$ cat config.mk
export PLATFORM = sky130hd
export DESIGN_NAME = obd_pointers
export DESIGN_NICKNAME = d
export VERILOG_FILES = /design/src/rtl/obd_pkg.sv /design/src/rtl/obd_pointers.sv
export SDC_FILE = /design/constraint.sdc
export NUM_CORES = 1
export LEC_CHECK = 0
export BUFFER_PORTS_ARGS = -buffer_cell sky130_fd_sc_hd__buf_2
export CORE_ASPECT_RATIO = 2
export CORE_UTILIZATION = 53
export DETAILED_ROUTE_END_ITERATION = 7
export PLACE_DENSITY = 0.81
export SETUP_SLACK_MARGIN = 0.5
export SLEW_MARGIN = 5
export SYNTH_ARGS = -nofsm -noshare
export SYNTH_HDL_FRONTEND = slang
export SYNTH_SLANG_ARGS = --single-unit
$ cat constraint.sdc
create_clock -name clk_sys -period 7.5 [get_ports clk_sys]
set_input_delay 0.375 -clock clk_sys [delete_from_list [all_inputs] [get_ports clk_sys]]
set_output_delay 0.375 -clock clk_sys [all_outputs]
set_load 0.02 [all_outputs]
$ cat src/rtl/obd_pkg.sv
// Purpose: shared constants and carriers for the bulk and done-queue pointers
// Assumes: 32-bit register port, byte offsets from the controller base
// Notes: pointers are 16-byte aligned; low nibble always reads zero
package obd_pkg;
  // ----------------------------------------------------------------
  // register offsets
  // ----------------------------------------------------------------
  localparam logic [7:0] OFS_BULK_HEAD = 8'h28;
  localparam logic [7:0] OFS_BULK_CURRENT = 8'h2c;
  localparam logic [7:0] OFS_DONE_HEAD = 8'h30;
  // ----------------------------------------------------------------
  // field layout and reset values
  // ----------------------------------------------------------------
  localparam int ADDR_LSB = 4;
  localparam int CTL_BULK_ENABLE_BIT = 5;
  localparam int CMD_BULK_FILLED_BIT = 1;
  localparam logic [31:0] PTR_RESET = 32'h0000_0000;
  localparam logic [27:0] PTR_FIELD_ZERO = 28'h000_0000;
  localparam logic [3:0] LOW_NIBBLE_ZERO = 4'h0;

  // flush state machine, gray coded
  typedef enum logic [1:0] {
    OBD_IDLE = 2'b00,
    OBD_LINK = 2'b01,
    OBD_FLUSH = 2'b10
  } obd_flush_e;

  // register bus request
  typedef struct packed {
    logic wr;
    logic rd;
    logic [7:0] addr;
    logic [31:0] wdata;
  } obd_bus_s;

  // memory write request to descriptor memory or shared area
  typedef struct packed {
    logic valid;
    logic to_shared;
    logic [31:0] addr;
    logic [31:0] data;
  } obd_mem_s;

  // whole module state
  typedef struct packed {
    logic [27:0] bulk_head;
    logic [27:0] bulk_cur;
    logic [27:0] done_head;
    logic [27:0] td_pend;
    obd_flush_e st;
    logic filled_clr;
    logic [31:0] rdata;
    logic rvalid;
    obd_mem_s mem;
  } obd_state_s;
endpackage

$ cat src/rtl/obd_pointers.sv
// Purpose: bulk current pointer and done queue head pointer of the host core
// Assumes: all inputs synchronous to clk_sys; memory accepts one write a cycle
// Notes: one always_comb computes next state, one always_ff stores it
//
// Functional notes
// - current pointer names served bulk descriptor
// - advance after service, resume next frame
// - list end, filled flag clear: nothing
// - list end, filled set: reload, clear flag
// - enabled reads return live pointer value
// - current pointer starts zero, zero ends list
// - completed descriptor link gets done head
// - done head takes completed descriptor address
// - done head flushed to shared area, zeroed
// - done head delivered through shared area
// - 32-bit pointers, bits 31:4, reset zero
// - traversal starts from bulk head register
`timescale 1ns/100ps
module obd_pointers #(
  parameter int PTR_W = 32 // pointer register width
) (
  input wire logic clk_sys, // system clock, 10 MHz
  input wire logic rst, // async reset, active high
  input wire obd_pkg::obd_bus_s bus, // register access request
  output logic [31:0] rdata, // read data, registered
  output logic rvalid, // read data valid pulse
  input wire logic [31:0] ctl_reg, // control register image
  input wire logic [31:0] cmd_status, // command status register image
  output logic filled_clr, // pulse: clear bulk list filled flag
  input wire logic ed_done, // pulse: current descriptor served
  input wire logic [31:0] ed_next, // next link of served descriptor
  input wire logic td_done, // pulse: transfer descriptor completed
  input wire logic [31:0] td_addr, // address of completed descriptor
  input wire logic frame_start, // pulse: frame boundary
  input wire logic shared_free, // shared done entry consumed
  output obd_pkg::obd_mem_s mem, // memory write request, registered
  input wire logic mem_ready // memory accepts request
);
  // refuse pointer widths the packed fields cannot hold
  if (PTR_W != 32) begin : g_width_chk
    $error("obd_pointers supports only 32-bit pointers");
  end

  obd_pkg::obd_state_s q_ff;
  obd_pkg::obd_state_s nxt_q;
  logic bulk_on;
  logic list_filled;
  logic [2:0] bus_sel;

  // ----------------------------------------------------------------
  // register decode, one-hot, shared by write and read paths
  // ----------------------------------------------------------------
  function automatic logic [2:0] reg_decode(input logic [7:0] addr);
    logic [2:0] sel;
    sel = 3'h0;
    if (addr == obd_pkg::OFS_BULK_HEAD) begin
      sel = 3'h1;
    end else if (addr == obd_pkg::OFS_BULK_CURRENT) begin
      sel = 3'h2;
    end else if (addr == obd_pkg::OFS_DONE_HEAD) begin
      sel = 3'h4;
    end
    return sel;
  endfunction

  // control bits and register select
  assign bulk_on = ctl_reg[obd_pkg::CTL_BULK_ENABLE_BIT];
  assign list_filled = cmd_status[obd_pkg::CMD_BULK_FILLED_BIT];
  assign bus_sel = reg_decode(bus.addr);

  // ----------------------------------------------------------------
  // next state
  // ----------------------------------------------------------------
  always_comb begin
    nxt_q = q_ff;
    nxt_q.rvalid = 1'b0;
    nxt_q.filled_clr = 1'b0;
    // register writes
    if (bus.wr) begin
      if (bus_sel[0]) begin
        nxt_q.bulk_head = bus.wdata[31:obd_pkg::ADDR_LSB];
      end else if (bus_sel[1]) begin
        if (!bulk_on) begin
          nxt_q.bulk_cur = bus.wdata[31:obd_pkg::ADDR_LSB];
        end
      end else if (bus_sel[2]) begin
        nxt_q.done_head = bus.wdata[31:obd_pkg::ADDR_LSB];
      end
    end
    // bulk list walk, pointer survives across frames
    if (ed_done && bulk_on) begin
      nxt_q.bulk_cur = ed_next[31:obd_pkg::ADDR_LSB];
    end else if (bulk_on && q_ff.bulk_cur == obd_pkg::PTR_FIELD_ZERO) begin
      if (list_filled) begin
        nxt_q.bulk_cur = q_ff.bulk_head;
        nxt_q.filled_clr = 1'b1;
      end
    end
    // memory request handshake
    if (q_ff.mem.valid && mem_ready) begin
      nxt_q.mem.valid = 1'b0;
    end
    // done queue sequencing
    case (q_ff.st)
      obd_pkg::OBD_IDLE: begin
        if (td_done) begin
          nxt_q.td_pend = td_addr[31:obd_pkg::ADDR_LSB];
          nxt_q.mem.valid = 1'b1;
          nxt_q.mem.to_shared = 1'b0;
          nxt_q.mem.addr = td_addr;
          nxt_q.mem.data = {q_ff.done_head, obd_pkg::LOW_NIBBLE_ZERO};
          nxt_q.st = obd_pkg::OBD_LINK;
        end else if (frame_start && shared_free &&
                     q_ff.done_head != obd_pkg::PTR_FIELD_ZERO) begin
          nxt_q.mem.valid = 1'b1;
          nxt_q.mem.to_shared = 1'b1;
          nxt_q.mem.addr = obd_pkg::PTR_RESET;
          nxt_q.mem.data = {q_ff.done_head, obd_pkg::LOW_NIBBLE_ZERO};
          nxt_q.st = obd_pkg::OBD_FLUSH;
        end
      end
      obd_pkg::OBD_LINK: begin
        if (q_ff.mem.valid && mem_ready) begin
          nxt_q.done_head = q_ff.td_pend;
          nxt_q.st = obd_pkg::OBD_IDLE;
        end
      end
      obd_pkg::OBD_FLUSH: begin
        if (q_ff.mem.valid && mem_ready) begin
          nxt_q.done_head = obd_pkg::PTR_FIELD_ZERO;
          nxt_q.st = obd_pkg::OBD_IDLE;
        end
      end
      default: begin
        nxt_q.st = obd_pkg::OBD_IDLE;
      end
    endcase
    // register reads, live values, low nibble zero
    if (bus.rd) begin
      nxt_q.rvalid = 1'b1;
      if (bus_sel[0]) begin
        nxt_q.rdata = {q_ff.bulk_head, obd_pkg::LOW_NIBBLE_ZERO};
      end else if (bus_sel[1]) begin
        nxt_q.rdata = {q_ff.bulk_cur, obd_pkg::LOW_NIBBLE_ZERO};
      end else if (bus_sel[2]) begin
        nxt_q.rdata = {q_ff.done_head, obd_pkg::LOW_NIBBLE_ZERO};
      end else begin
        nxt_q.rdata = obd_pkg::PTR_RESET;
      end
    end
  end

  // ----------------------------------------------------------------
  // state register
  // ----------------------------------------------------------------
  always_ff @(posedge clk_sys or posedge rst) begin
    if (rst) begin
      q_ff <= '0;
    end else begin
      q_ff <= nxt_q;
    end
  end

  assign rdata = q_ff.rdata;
  assign rvalid = q_ff.rvalid;
  assign filled_clr = q_ff.filled_clr;
  assign mem = q_ff.mem;
endmodule

==> results.cfg <==
[logic_synthesis]
post_synth_main_area_contributors = sky130_fd_sc_hd__dfrtp_1 (52%), sky130_fd_sc_hd__buf_4 (7.5%), sky130_fd_sc_hd__mux2_2 (6.5%)
synthDominantAreaCellType = sky130_fd_sc_hd__dfrtp_1
synth_seq_cells = 206
syn_avg_cell_area_um2 = 10.9
synth_edf_count = 0
ys_dominant_reg_cell = sky130_fd_sc_hd__dfrtp_1
seq_area_frac_synth_pct = 52.3
synth-async-reset-ratio_pct = 100
synthesized_cell_area_um2 = 9850
synth_top_area_share_pct = 52.3
syn-instance-count = 906
synth.yosys.warnings = 0
synth.distinct_cells = 35

[final_layout]
final_cell_count_no_fill = 1219
postLayoutCellArea_um2 = 10900
area_growth_pct = 10.8
drive_gt1_share_pct = 30.6
design.final.nets = 1167
num-fill-cells = 1568

[clock_network]
tritoncts = yes
ctsLongestPathBuffers = 3
cts_num_sinks = 206
cts_bufs_inserted = 20
clkSlewWorstSetupHoldPaths_ns = 0.07
clockRootBuffer = sky130_fd_sc_hd__clkbuf_16
worstSkewPairLatency_ns = 0.50
post_cts_resized = 0
cts_htree_levels = 1

[min_path]
hold_path.class = input pin to register
worst_hold_startpoint = td_addr[9]

[status]
run_status = finished, violations left
violations = DRC

[detailed_routing]
wl_met3_um = 1700
top_layer = met4
route.detailed.drc = 10
routed_via_density = 5.93
route.vias.total = 7226
first_iter_violations = 411
wirelength_routed_um = 25500
drt_first_pass_iters = 8
route.layer.met1.wl_um = 9970
postRouteAntennaNets = 0
wl_met2_um = 12400
wl_cell_um = 20.9

[place]
portBuffers = 198
hpwl_after_detailed_placement_um = 17300
dp_slack_ns = 4.01
place_area_um2 = 10300
placed_cells = 1180
place_congestion = 0.864

[timing]
max_slew_margin_pct = 24.1
worst-slew-pin-transition_ns = 1.14
final_slew_viol_count = 0
layout_worst_path_cycle_share_pct = 46.8
maxClockFrequency_mhz = 285
holdWs_ns = 0.0825
clock_skew_ns = 0.0229
finalWorstSetupSlack_ns = 3.99
fin_crit_ns = 3.51
hold_violations = 0
setup_viol = 0
grt_setup_unrepaired = no
fin_setup_tns_ns = 0

[worst_setup_path]
r2r_start = q_ff[150]
required_ns = 7.87
critical_path.endpoint_type = register
setup.worst_path.class = register to register
critical_path_arrival_ns = 3.88
critPathLaunchType = register
path_max_fanout = 36
worstSetupStartpoint = q_ff[150]

[floorplan]
floorplan.die_area_um2 = 19200
placement_rows = 70
fp.dieH_um = 195
core_um2 = 18200
die_width_um = 98.4
start_util_pct = 54.1
io_pins = 277

[power]
power.density_nw_per_um2 = 342
comb_power_share_pct = 30.7
swShare_pct = 36.6
int_power_w = 0.00237
sequentialPowerShare_pct = 43.3
vdd_drop_max_v = 0.000373
power.static_leakage_nw = 5.88
power.switching_w = 0.00137
clkPwrFrac_pct = 26.0

[global_route]
via_count_of_the_first_global_routing_pass = 7373
grt_util_all_layers_pct = 26.8
first_pass_grt_wire_length_um = 39900
grt_antenna_before_repair = 4
globalRoute.totalOverflow = 0
grt_max_degree = 92

[flow_run]
drv_cap = 0
## worst paths after layout
| kind | slack [ns] | endpoint | cells past startpoint |
|---|---|---|---|
| setup / recovery | 3.99 | mem[16] | 5 |
| setup reg to reg | 3.99 | mem[16] | 5 |
| hold reg to reg | 0.47 | q_ff[136] | 2 |
| max in group asynchronous | 5.04 | q_ff[175] | 5 |
| min in group asynchronous | 0.51 | q_ff[122] | 3 |
| hold / removal | 0.08 | q_ff[107] | 3 |
## power by group through the flow
stage / sequential (W) / clock [W] / combinational (W)
2_1_floorplan: 0.00155 / 0 / 0.000963
3_3_place_gp: 0.00162 / 0 / 0.00112
3_5_place_dp: 0.00163 / 0 / 0.00116
4_1_cts: 0.00161 / 0.000986 / 0.00116
5_1_grt: 0.00165 / 0.00102 / 0.00126
6_report: 0.00162 / 0.000969 / 0.00115
## synth_stat cells (all sizes together) (2+ instances only)
| cell | count |
|---|---|
| nor4b | 5 |
| a22o | 32 |
| o21ai | 32 |
| mux2 | 57 |
| ha | 3 |
| nand3 | 3 |
| a211oi | 56 |
| and4b | 28 |
| inv | 5 |
| buf | 110 |
| a221oi | 28 |
| clkbuf | 47 |
| mux2i | 57 |
| dfrtp | 206 |
| and2 | 4 |
| nand2 | 120 |
| nor4 | 12 |
| nor2 | 87 |
| and4 | 2 |
## layout make-up
type | count | area, um^2 | share of cell area (%)
multi-input cells | 545 | 3750 | 34.4
clock buffers | 29 | 584 | 5.35
well taps | 216 | 270 | 2.48
inverters | 5 | 26.3 | 0.241
diodes | 4 | 10.0 | 0.0917
flip-flops and latches | 206 | 5150 | 47.2
repair buffers | 209 | 1080 | 9.86
clock inverters | 5 | 42.5 | 0.390
## state kept, by name, summed over array words and instances, names as in the netlist
register    count
q_ff          114
mem            62
rdata          28
filled_clr      1
rvalid          1
## logic make-up (layout without fill, tap and decap cells)
group                    count (synthesis)  count (layout)  share of synthesized area, %
AO/OA/AOI/OAI                          154             154                          11.7
adder cells (fa/ha/maj)                  3               3                         0.381
AND/OR/NAND/NOR                        266             266                          13.0
multiplexers                           114             114                          12.3
flip-flops                             206             206                          52.3
other                                    1              12                        0.0381
buffers and inverters                  162             248                          10.2
## layout by cell type, fill, tap and decap left out, types with 28 or more instances in the layout
| cell | n |
|---|---|
| sky130_fd_sc_hd__mux2i_1 | 57 |
| sky130_fd_sc_hd__a211oi_1 | 56 |
| sky130_fd_sc_hd__nor2_1 | 85 |
| sky130_fd_sc_hd__a22o_1 | 32 |
| sky130_fd_sc_hd__dfrtp_1 | 206 |
| sky130_fd_sc_hd__o21ai_0 | 32 |
| sky130_fd_sc_hd__mux2_2 | 57 |
| sky130_fd_sc_hd__a221oi_1 | 28 |
| sky130_fd_sc_hd__nand2_1 | 120 |
| sky130_fd_sc_hd__and4b_1 | 28 |
| sky130_fd_sc_hd__buf_2 | 198 |
## metal layers
layer	global-route usage, %	up-vias
met5	0	-
met4	16.7	0
met3	3.70	74
met2	43.1	333
met1	34.0	3513
li1	-	3306
## stage by stage
step	total power, W	utilization (%)
after floorplan	0.00251	-
after global placement	0.00274	56.4
after detailed placement	0.00279	56.4
after CTS	0.00376	59.9
after global routing	0.00393	59.9
final	0.00373	59.9
## worst max-delay path, stage by stage, from the launching register on
cell and delay [ns]:
sky130_fd_sc_hd__dfrtp_1 0.43, sky130_fd_sc_hd__nor4_1 0.70, sky130_fd_sc_hd__nand3_1 0.35, sky130_fd_sc_hd__o31ai_4 0.88
sky130_fd_sc_hd__buf_4 0.60, sky130_fd_sc_hd__mux2_2 0.40
## timing repair
| item | 4_1_cts | 5_1_grt |
|---|---|---|
| hold buffers | 1 | 0 |
| endpoints found under the hold margin | 48 | 0 |
| setup buffers | 0 | 0 |
Note: power is estimated with default switching activity, not from simulation.
